--- src/wcl_pkg.sv ---
// Purpose: Shared constants for the warning and communication error logger.
// Assumes: One 50 MHz clock; histories live in flip-flops.
// Notes: Register offsets index a 16-bit plain register port.
`default_nettype none
package wcl_pkg;
  // ----------------------------------------------------------------------
  // Widths
  // ----------------------------------------------------------------------
  localparam int CODE_W = 8;
  localparam int IDX_W = 4;
  localparam int HIST_DEPTH = 10;
  localparam int MEAS_W = 12;
  // ----------------------------------------------------------------------
  // Register offsets
  // ----------------------------------------------------------------------
  localparam logic [3:0] REG_CTRL = 4'h0;
  localparam logic [3:0] REG_TEMP_TH = 4'h1;
  localparam logic [3:0] REG_UV_PCT = 4'h2;
  localparam logic [3:0] REG_VRATED = 4'h3;
  localparam logic [3:0] REG_OVL_TH = 4'h4;
  localparam logic [3:0] REG_STATUS = 4'h5;
  localparam logic [3:0] REG_COUNT = 4'h6;
  localparam logic [3:0] REG_HIST_SEL = 4'h7;
  localparam logic [3:0] REG_HIST_DATA = 4'h8;
  // ----------------------------------------------------------------------
  // Field positions, reset values and range limits
  // ----------------------------------------------------------------------
  localparam int CTRL_CLR_WARN = 0;
  localparam int CTRL_CLR_COMM = 1;
  localparam int CTRL_THREE_WIRE = 2;
  localparam int SEL_COMM = 4;
  localparam logic [11:0] TEMP_TH_RST = 12'hC00;
  localparam logic [6:0] UV_PCT_RST = 7'h0A;
  localparam logic [6:0] UV_PCT_MIN = 7'h01;
  localparam logic [6:0] UV_PCT_MAX = 7'h32;
  localparam logic [11:0] VRATED_RST = 12'h800;
  localparam logic [11:0] OVL_TH_RST = 12'hA00;
  localparam logic [11:0] OVL_TH_MAX = 12'hFA0;
  // ----------------------------------------------------------------------
  // Warning and communication error codes
  // ----------------------------------------------------------------------
  localparam int NCAUSE = 5;
  localparam logic [7:0] W_OVERHEAT = 8'h21;
  localparam logic [7:0] W_UNDERVOLT = 8'h25;
  localparam logic [7:0] W_OVERLOAD = 8'h30;
  localparam logic [7:0] W_OP_PROHIB = 8'h6C;
  localparam logic [7:0] W_RS485 = 8'h84;
  localparam logic [7:0] E_RS485 = 8'h84;
  localparam logic [7:0] E_UNDEF = 8'h88;
  localparam logic [7:0] E_UI_BUSY = 8'h89;
  localparam logic [7:0] E_NVM_BUSY = 8'h8A;
  localparam logic [7:0] E_RANGE = 8'h8C;
  localparam logic [7:0] E_STATE = 8'h8D;
  localparam logic [7:0] E_NONE = 8'h00;
  // ----------------------------------------------------------------------
  // Master command codes
  // ----------------------------------------------------------------------
  localparam logic [7:0] CMD_MON_WARN = 8'h01;
  localparam logic [7:0] CMD_MON_COMM = 8'h02;
  localparam logic [7:0] CMD_CLR_WARN = 8'h11;
  localparam logic [7:0] CMD_CLR_COMM = 8'h12;
  localparam logic [7:0] CMD_SET_UV = 8'h21;
  localparam logic [7:0] CMD_SET_OVL = 8'h22;

  function automatic logic [7:0] wcl_wcode(input int i);
    logic [7:0] c;
    c = W_OVERHEAT;
    case (i)
      1: c = W_UNDERVOLT;
      2: c = W_OVERLOAD;
      3: c = W_OP_PROHIB;
      4: c = W_RS485;
      default: c = W_OVERHEAT;
    endcase
    return c;
  endfunction
endpackage
`default_nettype wire

--- src/wcl_hist_if.sv ---
// Purpose: Carrier between the logger core and one history store.
// Assumes: Two independent combinational read ports.
// Notes: Clear and push may coincide; the push survives.
`timescale 1ns/1ps
`default_nettype none
interface wcl_hist_if;
  import wcl_pkg::*;
  logic push;
  logic [CODE_W-1:0] code;
  logic clr;
  logic [IDX_W-1:0] idx_a;
  logic [IDX_W-1:0] idx_b;
  logic [CODE_W-1:0] data_a;
  logic [CODE_W-1:0] data_b;
  logic [IDX_W-1:0] count;
  modport store (input push, code, clr, idx_a, idx_b,
                 output data_a, data_b, count);
  modport user (output push, code, clr, idx_a, idx_b,
                input data_a, data_b, count);
endinterface
`default_nettype wire

--- src/wcl_top.sv ---
// Purpose: Warning detection, warning output and two event histories.
// Assumes: Inputs synchronous to MCLK; command frames arrive decoded.
// Notes: Histories are volatile and emptied by RSTN.
//
// The strobed register port and the placing of the registers were decided locally.
`timescale 1ns/1ps
`default_nettype none
module wcl_top (
  input wire logic MCLK,
  input wire logic RSTN,
  input wire logic [3:0] ADDR,
  input wire logic [15:0] WDATA,
  input wire logic WR,
  input wire logic RD,
  output logic [15:0] RDATA,
  input wire logic [wcl_pkg::MEAS_W-1:0] TEMP,
  input wire logic [wcl_pkg::MEAS_W-1:0] VMAIN,
  input wire logic [wcl_pkg::MEAS_W-1:0] TORQUE,
  input wire logic FORWARD_RUN_INPUT,
  input wire logic REVERSE_RUN_INPUT,
  input wire logic START_STOP_INPUT,
  input wire logic INPUT_A,
  input wire logic TEST_MODE,
  input wire logic ASSIGN_CHANGE,
  input wire logic ASSIGN_ACTIVE,
  input wire logic RX_FRAMING_ERR,
  input wire logic RX_CHECK_ERR,
  input wire logic RX_FRAME_OK,
  input wire logic CMD_VALID,
  input wire logic [7:0] CMD_CODE,
  input wire logic [15:0] CMD_ARG,
  input wire logic UI_BUSY,
  input wire logic INTERNAL_BUSY_FLAG,
  input wire logic MEM_ALARM,
  input wire logic MOTOR_RUN,
  output logic WARNING_OUTPUT,
  output logic RSP_VALID,
  output logic [15:0] RSP_DATA,
  output logic [7:0] RSP_ERR
);
  import wcl_pkg::*;

  // ----------------------------------------------------------------------
  // Configuration registers
  // ----------------------------------------------------------------------
  logic [11:0] temp_th;
  logic [6:0] uv_pct;
  logic [11:0] vrated;
  logic [11:0] ovl_th;
  logic three_wire;
  logic [4:0] hist_sel;
  logic wr_ctrl;
  logic [7:0] cmd_err;
  logic cmd_ok;

  assign wr_ctrl = WR && ADDR == REG_CTRL;
  assign cmd_ok = CMD_VALID && cmd_err == E_NONE;

  always_ff @(posedge MCLK or negedge RSTN) begin
    if (!RSTN) begin
      temp_th <= TEMP_TH_RST;
    end else if (WR && ADDR == REG_TEMP_TH) begin
      temp_th <= WDATA[11:0];
    end
  end

  always_ff @(posedge MCLK or negedge RSTN) begin
    if (!RSTN) begin
      uv_pct <= UV_PCT_RST;
    end else if (cmd_ok && CMD_CODE == CMD_SET_UV) begin
      uv_pct <= CMD_ARG[6:0];
    end else if (WR && ADDR == REG_UV_PCT) begin
      uv_pct <= WDATA[6:0];
    end
  end

  always_ff @(posedge MCLK or negedge RSTN) begin
    if (!RSTN) begin
      vrated <= VRATED_RST;
    end else if (WR && ADDR == REG_VRATED) begin
      vrated <= WDATA[11:0];
    end
  end

  always_ff @(posedge MCLK or negedge RSTN) begin
    if (!RSTN) begin
      ovl_th <= OVL_TH_RST;
    end else if (cmd_ok && CMD_CODE == CMD_SET_OVL) begin
      ovl_th <= CMD_ARG[11:0];
    end else if (WR && ADDR == REG_OVL_TH) begin
      ovl_th <= WDATA[11:0];
    end
  end

  always_ff @(posedge MCLK or negedge RSTN) begin
    if (!RSTN) begin
      three_wire <= 1'b0;
      hist_sel <= '0;
    end else begin
      if (wr_ctrl) begin
        three_wire <= WDATA[CTRL_THREE_WIRE];
      end
      if (WR && ADDR == REG_HIST_SEL) begin
        hist_sel <= WDATA[4:0];
      end
    end
  end

  // ----------------------------------------------------------------------
  // Warning causes
  // ----------------------------------------------------------------------
  logic [NCAUSE-1:0] cause;
  logic [NCAUSE-1:0] cause_q;
  logic [NCAUSE-1:0] pend;
  logic [NCAUSE-1:0] grant;
  logic [19:0] v_scaled;
  logic [19:0] v_limit;
  logic test_q;
  logic prohib;
  logic rx_warn;
  logic run_in;
  logic three_on;
  logic rx_fault;

  assign run_in = FORWARD_RUN_INPUT || REVERSE_RUN_INPUT;
  assign three_on = three_wire && START_STOP_INPUT && INPUT_A;
  assign rx_fault = RX_FRAMING_ERR || RX_CHECK_ERR;
  // Comparing scaled values avoids a divider for the percentage drop.
  assign v_scaled = 20'(VMAIN) * 20'd100;
  assign v_limit = 20'(vrated) * (20'd100 - 20'(uv_pct));

  always_ff @(posedge MCLK or negedge RSTN) begin
    if (!RSTN) begin
      test_q <= 1'b0;
    end else begin
      test_q <= TEST_MODE;
    end
  end

  // The prohibition holds until every offending input has been released.
  always_ff @(posedge MCLK or negedge RSTN) begin
    if (!RSTN) begin
      prohib <= 1'b0;
    end else if (test_q && !TEST_MODE && run_in) begin
      prohib <= 1'b1;
    end else if (three_on) begin
      prohib <= 1'b1;
    end else if (ASSIGN_CHANGE && ASSIGN_ACTIVE) begin
      prohib <= 1'b1;
    end else if (!run_in && !three_on && !ASSIGN_ACTIVE) begin
      prohib <= 1'b0;
    end
  end

  // A reception fault stays a warning until a good frame arrives.
  always_ff @(posedge MCLK or negedge RSTN) begin
    if (!RSTN) begin
      rx_warn <= 1'b0;
    end else if (rx_fault) begin
      rx_warn <= 1'b1;
    end else if (RX_FRAME_OK) begin
      rx_warn <= 1'b0;
    end
  end

  always_comb begin
    cause[0] = TEMP > temp_th;
    cause[1] = v_scaled <= v_limit;
    cause[2] = TORQUE > ovl_th;
    cause[3] = prohib;
    cause[4] = rx_warn;
  end

  always_ff @(posedge MCLK or negedge RSTN) begin
    if (!RSTN) begin
      WARNING_OUTPUT <= 1'b0;
    end else begin
      WARNING_OUTPUT <= |cause;
    end
  end

  // ----------------------------------------------------------------------
  // Warning logging
  // ----------------------------------------------------------------------
  // New warnings queue as pending bits, one logged per cycle, lowest first.
  always_comb begin
    grant = '0;
    for (int i = NCAUSE - 1; i >= 0; i--) begin
      if (pend[i]) begin
        grant = '0;
        grant[i] = 1'b1;
      end
    end
  end

  always_ff @(posedge MCLK or negedge RSTN) begin
    if (!RSTN) begin
      cause_q <= '0;
      pend <= '0;
    end else begin
      cause_q <= cause;
      pend <= (pend & ~grant) | (cause & ~cause_q);
    end
  end

  logic [7:0] next_wcode;
  always_comb begin
    next_wcode = '0;
    for (int i = 0; i < NCAUSE; i++) begin
      if (grant[i]) begin
        next_wcode = wcl_wcode(i);
      end
    end
  end

  // ----------------------------------------------------------------------
  // Histories
  // ----------------------------------------------------------------------
  wcl_hist_if whist ();
  wcl_hist_if chist ();

  wcl_hist #(.DEPTH(HIST_DEPTH)) u_warn_hist (
    .clk(MCLK),
    .rst_n(RSTN),
    .h(whist)
  );

  wcl_hist #(.DEPTH(HIST_DEPTH)) u_comm_hist (
    .clk(MCLK),
    .rst_n(RSTN),
    .h(chist)
  );

  logic comm_pend;
  logic cmd_fail;

  assign cmd_fail = CMD_VALID && cmd_err != E_NONE;

  assign whist.push = |grant;
  assign whist.code = next_wcode;
  assign whist.clr = (wr_ctrl && WDATA[CTRL_CLR_WARN]) ||
                     (cmd_ok && CMD_CODE == CMD_CLR_WARN);
  assign whist.idx_a = hist_sel[3:0];
  assign whist.idx_b = CMD_ARG[3:0];

  // A refused command logs first; a framing fault waits one slot.
  assign chist.push = cmd_fail || comm_pend;
  assign chist.code = cmd_fail ? cmd_err : E_RS485;
  assign chist.clr = (wr_ctrl && WDATA[CTRL_CLR_COMM]) ||
                     (cmd_ok && CMD_CODE == CMD_CLR_COMM);
  assign chist.idx_a = hist_sel[3:0];
  assign chist.idx_b = CMD_ARG[3:0];

  always_ff @(posedge MCLK or negedge RSTN) begin
    if (!RSTN) begin
      comm_pend <= 1'b0;
    end else begin
      comm_pend <= (comm_pend && cmd_fail) || rx_fault;
    end
  end

  // ----------------------------------------------------------------------
  // Master command check and response
  // ----------------------------------------------------------------------
  wcl_cmd_check u_check (
    .code(CMD_CODE),
    .arg(CMD_ARG),
    .ui_busy(UI_BUSY),
    .int_busy(INTERNAL_BUSY_FLAG),
    .mem_alarm(MEM_ALARM),
    .motor_run(MOTOR_RUN),
    .err(cmd_err)
  );

  logic [15:0] next_rsp;
  always_comb begin
    next_rsp = '0;
    if (CMD_CODE == CMD_MON_WARN) begin
      next_rsp = {8'h00, whist.data_b};
    end else if (CMD_CODE == CMD_MON_COMM) begin
      next_rsp = {8'h00, chist.data_b};
    end
  end

  always_ff @(posedge MCLK or negedge RSTN) begin
    if (!RSTN) begin
      RSP_VALID <= 1'b0;
      RSP_DATA <= '0;
      RSP_ERR <= E_NONE;
    end else begin
      RSP_VALID <= CMD_VALID;
      RSP_DATA <= cmd_ok ? next_rsp : '0;
      RSP_ERR <= CMD_VALID ? cmd_err : E_NONE;
    end
  end

  // ----------------------------------------------------------------------
  // Register read port
  // ----------------------------------------------------------------------
  logic [15:0] next_rdata;
  always_comb begin
    next_rdata = '0;
    unique case (ADDR)
      REG_CTRL: next_rdata[CTRL_THREE_WIRE] = three_wire;
      REG_TEMP_TH: next_rdata = {4'h0, temp_th};
      REG_UV_PCT: next_rdata = {9'h000, uv_pct};
      REG_VRATED: next_rdata = {4'h0, vrated};
      REG_OVL_TH: next_rdata = {4'h0, ovl_th};
      REG_STATUS: next_rdata = {10'h000, WARNING_OUTPUT, cause};
      REG_COUNT: next_rdata = {8'h00, chist.count, whist.count};
      REG_HIST_SEL: next_rdata = {11'h000, hist_sel};
      REG_HIST_DATA: begin
        next_rdata = {8'h00, hist_sel[SEL_COMM] ? chist.data_a
                                                : whist.data_a};
      end
      default: next_rdata = '0;
    endcase
  end

  // Read data stands only in the cycle after the strobe.
  always_ff @(posedge MCLK or negedge RSTN) begin
    if (!RSTN) begin
      RDATA <= '0;
    end else begin
      RDATA <= RD ? next_rdata : '0;
    end
  end
endmodule
`default_nettype wire

--- src/wcl_hist.sv ---
// Purpose: Newest-first event history with a fixed number of entries.
// Assumes: DEPTH fits the index width.
// Notes: Contents vanish on reset, as on power removal.
`timescale 1ns/1ps
`default_nettype none
module wcl_hist #(
  parameter int DEPTH = wcl_pkg::HIST_DEPTH
) (
  input wire logic clk,
  input wire logic rst_n,
  wcl_hist_if.store h
);
  import wcl_pkg::*;
  localparam logic [IDX_W-1:0] FULL = IDX_W'(DEPTH);
  logic [CODE_W-1:0] mem [DEPTH];
  logic [IDX_W-1:0] count;

  always_ff @(posedge clk or negedge rst_n) begin
    if (!rst_n) begin
      for (int i = 0; i < DEPTH; i++) begin
        mem[i] <= '0;
      end
    end else if (h.push) begin
      // Shifting drops the oldest entry once the history is full.
      for (int i = DEPTH - 1; i > 0; i--) begin
        mem[i] <= mem[i-1];
      end
      mem[0] <= h.code;
    end
  end

  always_ff @(posedge clk or negedge rst_n) begin
    if (!rst_n) begin
      count <= '0;
    end else if (h.clr) begin
      count <= h.push ? IDX_W'(1) : '0;
    end else if (h.push && count != FULL) begin
      count <= count + IDX_W'(1);
    end
  end

  assign h.count = count;
  assign h.data_a = (h.idx_a < count) ? mem[h.idx_a] : '0;
  assign h.data_b = (h.idx_b < count) ? mem[h.idx_b] : '0;
endmodule
`default_nettype wire

--- src/wcl_cmd_check.sv ---
// Purpose: Classifies a master command into accept or an error code.
// Assumes: Purely combinational; caller registers the verdict.
// Notes: Earlier checks take precedence over later ones.
`timescale 1ns/1ps
`default_nettype none
module wcl_cmd_check (
  input wire logic [7:0] code,
  input wire logic [15:0] arg,
  input wire logic ui_busy,
  input wire logic int_busy,
  input wire logic mem_alarm,
  input wire logic motor_run,
  output logic [7:0] err
);
  import wcl_pkg::*;
  logic known;
  logic is_mon;
  logic is_set;
  logic bad_range;

  always_comb begin
    is_mon = code == CMD_MON_WARN || code == CMD_MON_COMM;
    is_set = code == CMD_SET_UV || code == CMD_SET_OVL;
    known = is_mon || is_set || code == CMD_CLR_WARN ||
            code == CMD_CLR_COMM;
    bad_range = 1'b0;
    if (is_mon) begin
      bad_range = arg >= 16'(HIST_DEPTH);
    end else if (code == CMD_SET_UV) begin
      bad_range = arg < 16'(UV_PCT_MIN) || arg > 16'(UV_PCT_MAX);
    end else if (code == CMD_SET_OVL) begin
      bad_range = arg > 16'(OVL_TH_MAX);
    end
    err = E_NONE;
    if (!known) begin
      err = E_UNDEF;
    end else if (ui_busy) begin
      err = E_UI_BUSY;
    end else if (int_busy || mem_alarm) begin
      err = E_NVM_BUSY;
    end else if (is_set && motor_run) begin
      err = E_STATE;
    end else if (bad_range) begin
      err = E_RANGE;
    end
  end
endmodule
`default_nettype wire

--- config.mk ---
export PLATFORM = sky130hd
export DESIGN_NAME = wcl_top
export DESIGN_NICKNAME = d
export VERILOG_FILES = /design/src/wcl_pkg.sv /design/src/wcl_hist_if.sv /design/src/wcl_top.sv /design/src/wcl_hist.sv /design/src/wcl_cmd_check.sv
export SDC_FILE = /design/constraint.sdc
export NUM_CORES = 1
export LEC_CHECK = 0
export BUFFER_PORTS_ARGS = -buffer_cell sky130_fd_sc_hd__buf_2
export CORE_MARGIN = 1.5
export CORE_UTILIZATION = 45
export DETAILED_ROUTE_END_ITERATION = 8
export GPL_TIMING_DRIVEN = 0
export PLACE_DENSITY = 0.72
export SLEW_MARGIN = 20
export SYNTH_ARGS = -nofsm -noshare
export SYNTH_HDL_FRONTEND = slang
export SYNTH_SLANG_ARGS = --single-unit
export TNS_END_PERCENT = 5
--- constraint.sdc ---
create_clock -name MCLK -period 8.45 [get_ports MCLK]
set_input_delay 0.845 -clock MCLK [delete_from_list [all_inputs] [get_ports MCLK]]
set_output_delay 0.845 -clock MCLK [all_outputs]
set_load 0.01 [all_outputs]
After elaboration in Yosys (flattened, before gate mapping)
Index checks and enable logic that the tools add are counted.
- $add $sub $neg: 3
- multiply operators: 2
- div/mod/pow operators: 0
- order comparisons: 13
- eq/ne operators: 16
- shift-type cells: 0
- mux-type cells: 60
- bitwise gates (word level): 7
- reduce and logical (&&, ||, !) cells: 53
- operators by type and width (operator ; count):
    2-to-1 mux 8 bit ; 25
    binary-select mux 8 bit (select 4 bit) ; 4
    one-hot mux 9 bit (8 select lines) ; 1
    2-to-1 mux 16 bit ; 3
    logical AND 1 bit ; 25
    2-to-1 mux 5 bit ; 5
    > comparator 12 bit ; 2
    2-to-1 mux 12 bit ; 2
    <= comparator 19 x 20 -> 1 bit ; 1
    multiplier 13 x 8 -> 20 bit ; 1
    multiplier 12 x 5 -> 17 bit, second input constant ; 1
    == test 4 x 3 -> 1 bit, second input constant ; 4
    == test 8 x 5 -> 1 bit, second input constant ; 2
    == test 8 x 6 -> 1 bit, second input constant ; 2
    >= comparator 16 x 4 -> 1 bit, second input constant ; 1
    > comparator 16 x 12 -> 1 bit, second input constant ; 1
    > comparator 16 x 6 -> 1 bit, second input constant ; 1
    < comparator 16 x 1 -> 1 bit, second input constant ; 1
    < comparator 4 bit ; 4
    2-to-1 mux 4 bit ; 4
    one-hot mux 2 bit (8 select lines) ; 1
    2-to-1 mux 7 bit ; 2
    logical OR 1 bit ; 13
    2-to-1 mux 1 bit ; 11
    other kinds (22) ; 37
- register bits: 273
- latch bits: 0
- memory bits (writable): 0
- bits in read-only memories: 0
- input bits: 99
- output and inout bits: 42
- logic and storage cells: 193
- memories kept: 0

Depth between registers and ports, before layout
Gate-level depths: netlist of run 1.
- word-level depth: 15
- mapped depth: 31
- depth with buffers taken out: 30

Cells and area by module
Synthesis of run 1 repeated with hierarchy kept, for this count alone.
- cells, all modules: 1809
- area, all modules: 19501.2 um2
- by module, submodules not included (module ; instances ; cells an instance ; area an instance (um2) ; seq. area each (um2)):
    wcl_top ; 1 ; 1072 ; 9795.6 ; 2336.0
    wcl_hist (u_warn_hist) ; 1 ; 338 ; 4719.5 ; 2102.0
    wcl_hist (u_comm_hist) ; 1 ; 353 ; 4690.7 ; 2102.0
    wcl_cmd_check ; 1 ; 46 ; 295.3 ; 0.0

Least setup slack after synthesis of run 1
No wires, ideal clock.
- kind: flip-flop to flip-flop
- start point: register uv_pct[1]
- end point: register RDATA[1]
- setup time: 0.094 ns
- data arrival time: 6.355 ns
- required time: 8.356 ns
- slack: 2.001 ns
- cell stages (with the launch flop): 27
- buffers on the path: 1
- period minus slack after synthesis: 6.449 ns
- cells stage by stage: dfstp_2 inv_1 ha_1 nor2b_1 o31ai_1 xor2_1 clkbuf_1 and2_1 fa_1 fa_1 fa_1 fa_1 ha_1 a21oi_1 nand2_1 a21boi_0 a221o_1 a21o_1 a21oi_1 xor2_1 ha_1 nand4_1 nor2_1 o41a_1 o41ai_1 nor2_1 a211oi_1
- cells in the longest elaborated chain, start to end: 5
- RTL lines (what ; line ; RTL):
    from (decl) ; wcl_top.sv:47 ; logic [6:0] uv_pct;
    from (signal assigned) ; wcl_top.sv:71 ; uv_pct <= CMD_ARG[6:0];
    from (signal assigned) ; wcl_top.sv:73 ; uv_pct <= WDATA[6:0];
    subtractor 7 x 7 -> 8 bit ; wcl_top.sv:130 ; assign v_limit = 20'(vrated) * (20'd100 - 20'(uv_pct));
    multiplier 13 x 8 -> 20 bit ; wcl_top.sv:130 ;
    <= comparator 19 x 20 -> 1 bit ; wcl_top.sv:168 ; cause[1] = v_scaled <= v_limit;
    one-hot mux 2 bit (8 select lines) * ; wcl_top.sv:303 ; unique case (ADDR)
    2-to-1 mux 16 bit * ; wcl_top.sv:325 ; RDATA <= RD ? next_rdata : '0;
    to (signal assigned) ; wcl_top.sv:325 ;
    to (decl) ; wcl_top.sv:15 ; output logic [15:0] RDATA,
Every way passes the cells marked *; elsewhere a longest branch is shown, timed or not.
A chain may end at the register's enable or synchronous reset.

Worst setup path in the final report of run 1
- start point: register uv_pct[0]
- end point: register RDATA[1]
- cells in the longest elaborated chain, start to end: 5
- RTL lines (what ; line):
    subtractor 7 x 7 -> 8 bit ; wcl_top.sv:130
    multiplier 13 x 8 -> 20 bit ; wcl_top.sv:130
    <= comparator 19 x 20 -> 1 bit ; wcl_top.sv:168
    one-hot mux 2 bit (8 select lines) ; wcl_top.sv:303
    2-to-1 mux 16 bit ; wcl_top.sv:325
Every way passes these cells.

==> results of run 1 <==
power by group through the flow:
stage,registers (uW),clock network (uW),logic [uW]
final,1500,1070,4630
after global routing,1530,1130,5310
after CTS,1490,1090,4660
after detailed placement,1500,0,4620
after global placement,1490,0,4490
after floorplan,1410,0,3650
sequential cells by signal, summed over array words and instances (netlist names), 7 cells and up:
signal,flops
u_warn_hist.mem,60
temp_th,12
vrated,12
RDATA,12
ovl_th,12
uv_pct,7
RSP_DATA,8
u_comm_hist.mem,50
cells by family (layout without fill, tap and decap cells):
group,count (synthesis),count (layout),share of synthesized area
AOI/OAI and AO/OA,245,245,0.0990
xor gates and xnor gates,37,37,0.0201
adders and majority gates,214,214,0.197
buffers and inverters,249,413,0.0629
DFF,207,207,0.321
muxes,231,231,0.188
other,1,15,0.000232
and+or+nand+nor,354,354,0.112
metal layers:
layer | track usage | vias to the layer above | share of wire
met3 | 0.0398 | 76 | 0.064
li1 | - | 5683 | -
met2 | 0.364 | 362 | 0.47
met5 | 0 | - | 0
met4 | 0.0766 | 0 | 0.032
met1 | 0.305 | 6078 | 0.43
cells in the mapped netlist, types with 22 or more instances:
cell / number / area (sq um)
nand2_1: 60 / 225
a21oi_1: 74 / 370
dfrtp_1: 200 / 5000
o21ai_0: 44 / 220
nor2b_1: 30 / 188
fa_1: 68 / 1360
clkbuf_1: 31 / 116
mux2_2: 103 / 1160
nor2_1: 97 / 364
nor3_1: 22 / 110
mux2_1: 36 / 405
and2_1: 67 / 419
mux4_2: 44 / 991
ha_1: 146 / 1830
xnor2_1: 22 / 193
mux2i_1: 48 / 480
inv_1: 173 / 649
stage by stage:
step                setup slack [ns]  total power, uW  hold WS (ns)
finish                         0.757             7200         0.222
global route                   0.123             7980         0.254
CTS                            0.422             7250         0.215
detailed placement             0.449             6130         0.394
global placement               0.549             5980         0.388
floorplan                       2.00             5060         0.378
area by class of cell:
type,count,area [sq um],area share
clock inverter,11,159,0.00870
clock buffer,31,646,0.0353
sequential,207,5190,0.284
multi-input combinational,1096,10000,0.548
tap,461,577,0.0316
inverter,174,653,0.0357
timing repair buffer,122,666,0.0364
buffer,75,364,0.0199
how the worst max path moves through the flow:
stage,end,slack (ns),cells after the start
final,RDATA[1]$_DFF_PN0_,0.76,27
after global routing,RDATA[1]$_DFF_PN0_,0.12,28
after CTS,RDATA[1]$_DFF_PN0_,0.42,29
after detailed placement,RDATA[1]$_DFF_PN0_,0.45,29
after global placement,RDATA[1]$_DFF_PN0_,0.55,29
after floorplan,RDATA[1]$_DFF_PN0_,2.00,26
==> results_dict.tcl, run 1 <==
set metrics [dict create \
    final_cell_mix "dfrtp_1, inv_1, ha_1" \
    synth.avg_cell_area_sq_um 10.5 \
    area_growth_pct 13.1 \
    syn_area_sq_um 16200 \
    path_max_fanout 10 \
    pwr-share-clk 0.149 \
    num-nets-final 2012 \
    cts_buffer_depth 3 \
    vias 12200 \
    grt_pass1_vias 12200 \
    fin_tns_setup_ns 0 \
    seq_area_frac_synth 0.321 \
    cts_setup_buffers 0 \
    r2r_slack_ns 0.76 \
    timing.rr.start "uv_pct[0]$_DFFE_PN0P_" \
    required_ns 8.83 \
    crit_top_cell "fa_1" \
    io_pins 141 \
    root_buffer "clkbuf_16" \
    wl_um 40700 \
    post_drt_wl_per_cell_um 18.7 \
    post_cts_resize_count 0 \
    fin_crit_sh 0.910 \
    p_leak_uw 0.00879 \
    nFillCells 3148 \
    dpl.cell_count 2135 \
    grt_pass1_wl_um 65000 \
    coreArea_sq_um 35500 \
    crit_type "flip-flop to flip-flop" \
    io_buffer_count 120 \
    cts_tree "built" \
    final-setup-viol-count 0 \
    grt_usage 0.225 \
    antenna_found_initial 0 \
    drt_iter0_drc 1053 \
    ant_nets 0 \
    synthCells 1538 \
    fin_area_sq_um 18300 \
    p_comb_frac 0.643 \
    die_h_um 193 \
    initial_utilization 0.455 \
    critPathArrivalTime_ns 8.07 \
    worstSetupEndpointType "flip-flop" \
    cp-start-kind "flip-flop" \
    layout_commonest_cell "dfrtp_1" \
    hp-class "input pin to asynchronous set/reset pin" \
    cts_hold_buf 0 \
    layoutNonFillerInstCount 2177 \
    drcViolationCount 0 \
    grt_max_degree 84 \
    ys_types 68 \
    clock-sinks 207 \
    antenna_cells 0 \
    yosys_warnings 0 \
    overflow 0 \
    power_density_nw_per_um2 394 \
    drv_cap 0 \
    period_minus_slack_ns 7.69 \
    r2r_end "RDATA[1]$_DFF_PN0_" \
    critPathBufInv 3 \
    cp_slowest_stage_delay_ns 0.54 \
    cts_buffers 23 \
    r2r_cells 27 \
    drive_above_1_share 0.216 \
    status "finished, final reports clean" \
    tightest_slew_ns 1.05 \
    switching_share 0.444 \
    vdd_ir_drop_max_uv 413 \
    htreeDepth 1 \
    dr.pass1.iters 5 \
    place_area_sq_um 17500 \
    synth-edff-count 0 \
    async_flop_share 1.00 \
    cts.clk_slew.worst_paths_ns 0.08 \
    hpwl_um 31300 \
    maxSlewHeadroom 0.294 \
    switchingPower_uw 3190 \
    synth_flop_cell "dfrtp_1" \
    routed_via_density 5.60 \
    synth_seq_cells 207 \
    p_int_uw 4010 \
    hold_viol 0 \
    slowest_stage "fa_1" \
    crit_family "adder cells" \
    cp-startpoint "uv_pct[0]$_DFFE_PN0P_" \
    skew_ns 0.0191 \
    max_freq_mhz 130 \
    clock_latency_ns 0.54 \
    p_seq_frac 0.208 \
    die-area_sq_um 37100 \
    grt_setup_unrepaired "no" \
    dieWidth_um 193 \
    place_congestion 0.914 \
    slew_violations 0 \
    rows 69 \
    fin_util 0.515 \
]
No activity file was read; power rests on OpenSTA's default activity.
==> run 2: changes to the inputs <==
--- a/config.mk
+++ b/config.mk
@@ -8,6 +8,7 @@
 export BUFFER_PORTS_ARGS = -buffer_cell sky130_fd_sc_hd__buf_2
 export CORE_MARGIN = 1.5
 export CORE_UTILIZATION = 45
+export CTS_BUF_LIST = sky130_fd_sc_hd__clkbuf_4 sky130_fd_sc_hd__clkbuf_8 sky130_fd_sc_hd__clkbuf_16
 export DETAILED_ROUTE_END_ITERATION = 8
 export GPL_TIMING_DRIVEN = 0
 export PLACE_DENSITY = 0.72
==> results_dict.tcl, run 2 (synthesized netlist as in run 1, its figures left out) <==
set metrics [dict create \
    io_buffer_count 120 \
    p_comb_frac 0.641 \
    switching_share 0.443 \
    antenna_found_initial 0 \
    drcViolationCount 0 \
    layoutNonFillerInstCount 2177 \
    die_h_um 193 \
    cts.clk_slew.worst_paths_ns 0.08 \
    p_seq_frac 0.208 \
    drt_iter0_drc 1011 \
    fin_crit_sh 0.916 \
    grt_pass1_wl_um 65000 \
    required_ns 8.83 \
    dr.pass1.iters 7 \
    r2r_slack_ns 0.71 \
    cts_buffers 23 \
    route.met3.wl_um 2490 \
    place_congestion 0.914 \
    final-setup-viol-count 0 \
    power_density_nw_per_um2 395 \
    worst_slack_ns 0.709 \
    routed_via_density 5.62 \
    num-nets-final 2012 \
    path_max_fanout 10 \
    clock-sinks 207 \
    fin_tns_setup_ns 0 \
    cts_buffer_depth 3 \
    worstSetupEndpointType "flip-flop" \
    final_cell_mix "dfrtp_1, inv_1, ha_1" \
    drive_above_1_share 0.218 \
    drv_cap 0 \
    hp-class "input pin to asynchronous set/reset pin" \
    largest_reg_flops 60 \
    vdd_ir_drop_max_uv 413 \
    pwr-share-clk 0.151 \
    io_pins 141 \
    r2r_cells 27 \
    nFillCells 3144 \
    slew_violations 0 \
    top_regs "u_warn_hist.mem x60, u_comm_hist.mem x50" \
    grt_usage 0.225 \
    cp-startpoint "uv_pct[0]$_DFFE_PN0P_" \
    p_leak_uw 0.00881 \
    layout_commonest_cell "dfrtp_1" \
    root_buffer "clkbuf_16" \
    coreArea_sq_um 35500 \
    vias 12200 \
    place_ws_ns 0.449 \
    dieWidth_um 193 \
    wl_met1_um 17700 \
    max_freq_mhz 129 \
    maxSlewHeadroom 0.265 \
    dpl.cell_count 2135 \
    ant_nets 0 \
    crit_type "flip-flop to flip-flop" \
    grt_setup_unrepaired "no" \
    grt_pass1_vias 12200 \
    antenna_cells 0 \
    skew_ns 0.0195 \
    cts_tree "built" \
    grt_max_degree 84 \
    largest_register "u_warn_hist.mem" \
    cp-start-kind "flip-flop" \
    initial_utilization 0.455 \
    wl_met2_um 19300 \
    wl_um 40800 \
    period_minus_slack_ns 7.74 \
    area_growth_pct 13.2 \
    r2r_end "RDATA[1]$_DFF_PN0_" \
    clock_latency_ns 0.54 \
    switchingPower_uw 3200 \
    post_drt_wl_per_cell_um 18.7 \
    hpwl_um 31300 \
    overflow 0 \
    tightest_slew_ns 1.09 \
    critPathArrivalTime_ns 8.12 \
    status "finished, final reports clean" \
    timing.rr.start "uv_pct[0]$_DFFE_PN0P_" \
    die-area_sq_um 37100 \
    top_layer "met4" \
    rows 69 \
    holdWs_ns 0.221 \
    htreeDepth 1 \
    hold_viol 0 \
    p_int_uw 4020 \
]
==> run 2: cell count changes in the layout (fill, tap and decap cells not counted) <==
| cell | previous run | this run |
|---|---|---|
| clkbuf_1 | 35 | 31 |
| clkbuf_4 | 0 | 4 |
==> run 2: worst max-delay path by stage <==
stage / end / cells past startpoint
global route: RDATA[1]$_DFF_PN0_ / 28
CTS: RDATA[1]$_DFF_PN0_ / 29
detailed placement: RDATA[1]$_DFF_PN0_ / 29
finish: RDATA[1]$_DFF_PN0_ / 27
floorplan: RDATA[1]$_DFF_PN0_ / 26
global placement: RDATA[1]$_DFF_PN0_ / 29
==> run 2: critical path, cell delays in order (launching register included) <==
cell and delay, ns:
dfrtp_1 0.50, inv_1 0.10, ha_1 0.24, nor2b_1 0.15, nor2_1 0.07, xnor2_1 0.29, clkbuf_1 0.42, nand2_1 0.15
fa_1 0.58, fa_1 0.45, fa_1 0.52, fa_1 0.54, inv_1 0.05, ha_1 0.32, o21ai_0 0.09, o21a_1 0.20
a21boi_0 0.41, a21o_1 0.18, a21oi_1 0.07, xor2_1 0.15, ha_1 0.29, a21oi_1 0.15, nor2_1 0.05, a2111oi_0 0.37
nor2_1 0.11, o41ai_2 0.50, nor2_1 0.11, a211oi_1 0.53
==> run 2: what timing repair did <==
action,4_1_cts,5_1_grt
setup endpoints to repair,0,1
gates resized for setup,0,1
hold buffers,0,0
setup buffers,0,0
==> run 2: layer usage <==
metal  vias to the layer above  global-route usage
met5                         -                   0
met2                       361               0.364
met1                      6110               0.304
li1                       5681                   -
met3                        77              0.0398
met4                         0              0.0766
==> run 2: power by group through the flow <==
stage	Sequential, uW	Clock [uW]	Combinational [uW]
floorplan	1410	0	3650
global placement	1490	0	4490
detailed placement	1500	0	4620
CTS	1490	1110	4660
global route	1530	1150	5310
finish	1500	1090	4630
==> run 2: final cells by class <==
cell class	instances	area, sq um	share of cell area
clock buffers	31	661	0.0361
well taps	461	577	0.0315
flip-flops and latches	207	5190	0.284
plain buffers	75	364	0.0199
clock inverters	11	159	0.00869
inverters	174	653	0.0357
repair buffers	122	666	0.0364
multi-input cells	1096	10000	0.548
==> run 2: metrics by stage <==
stage / cell area (sq um) / total power (uW) / util
after CTS: 18300 / 7260 / 0.515
final: 18300 / 7220 / 0.515
after floorplan: 16200 / 5060 / -
after detailed placement: 17500 / 6130 / 0.492
after global routing: 18300 / 7990 / 0.515
after global placement: 17400 / 5980 / 0.490
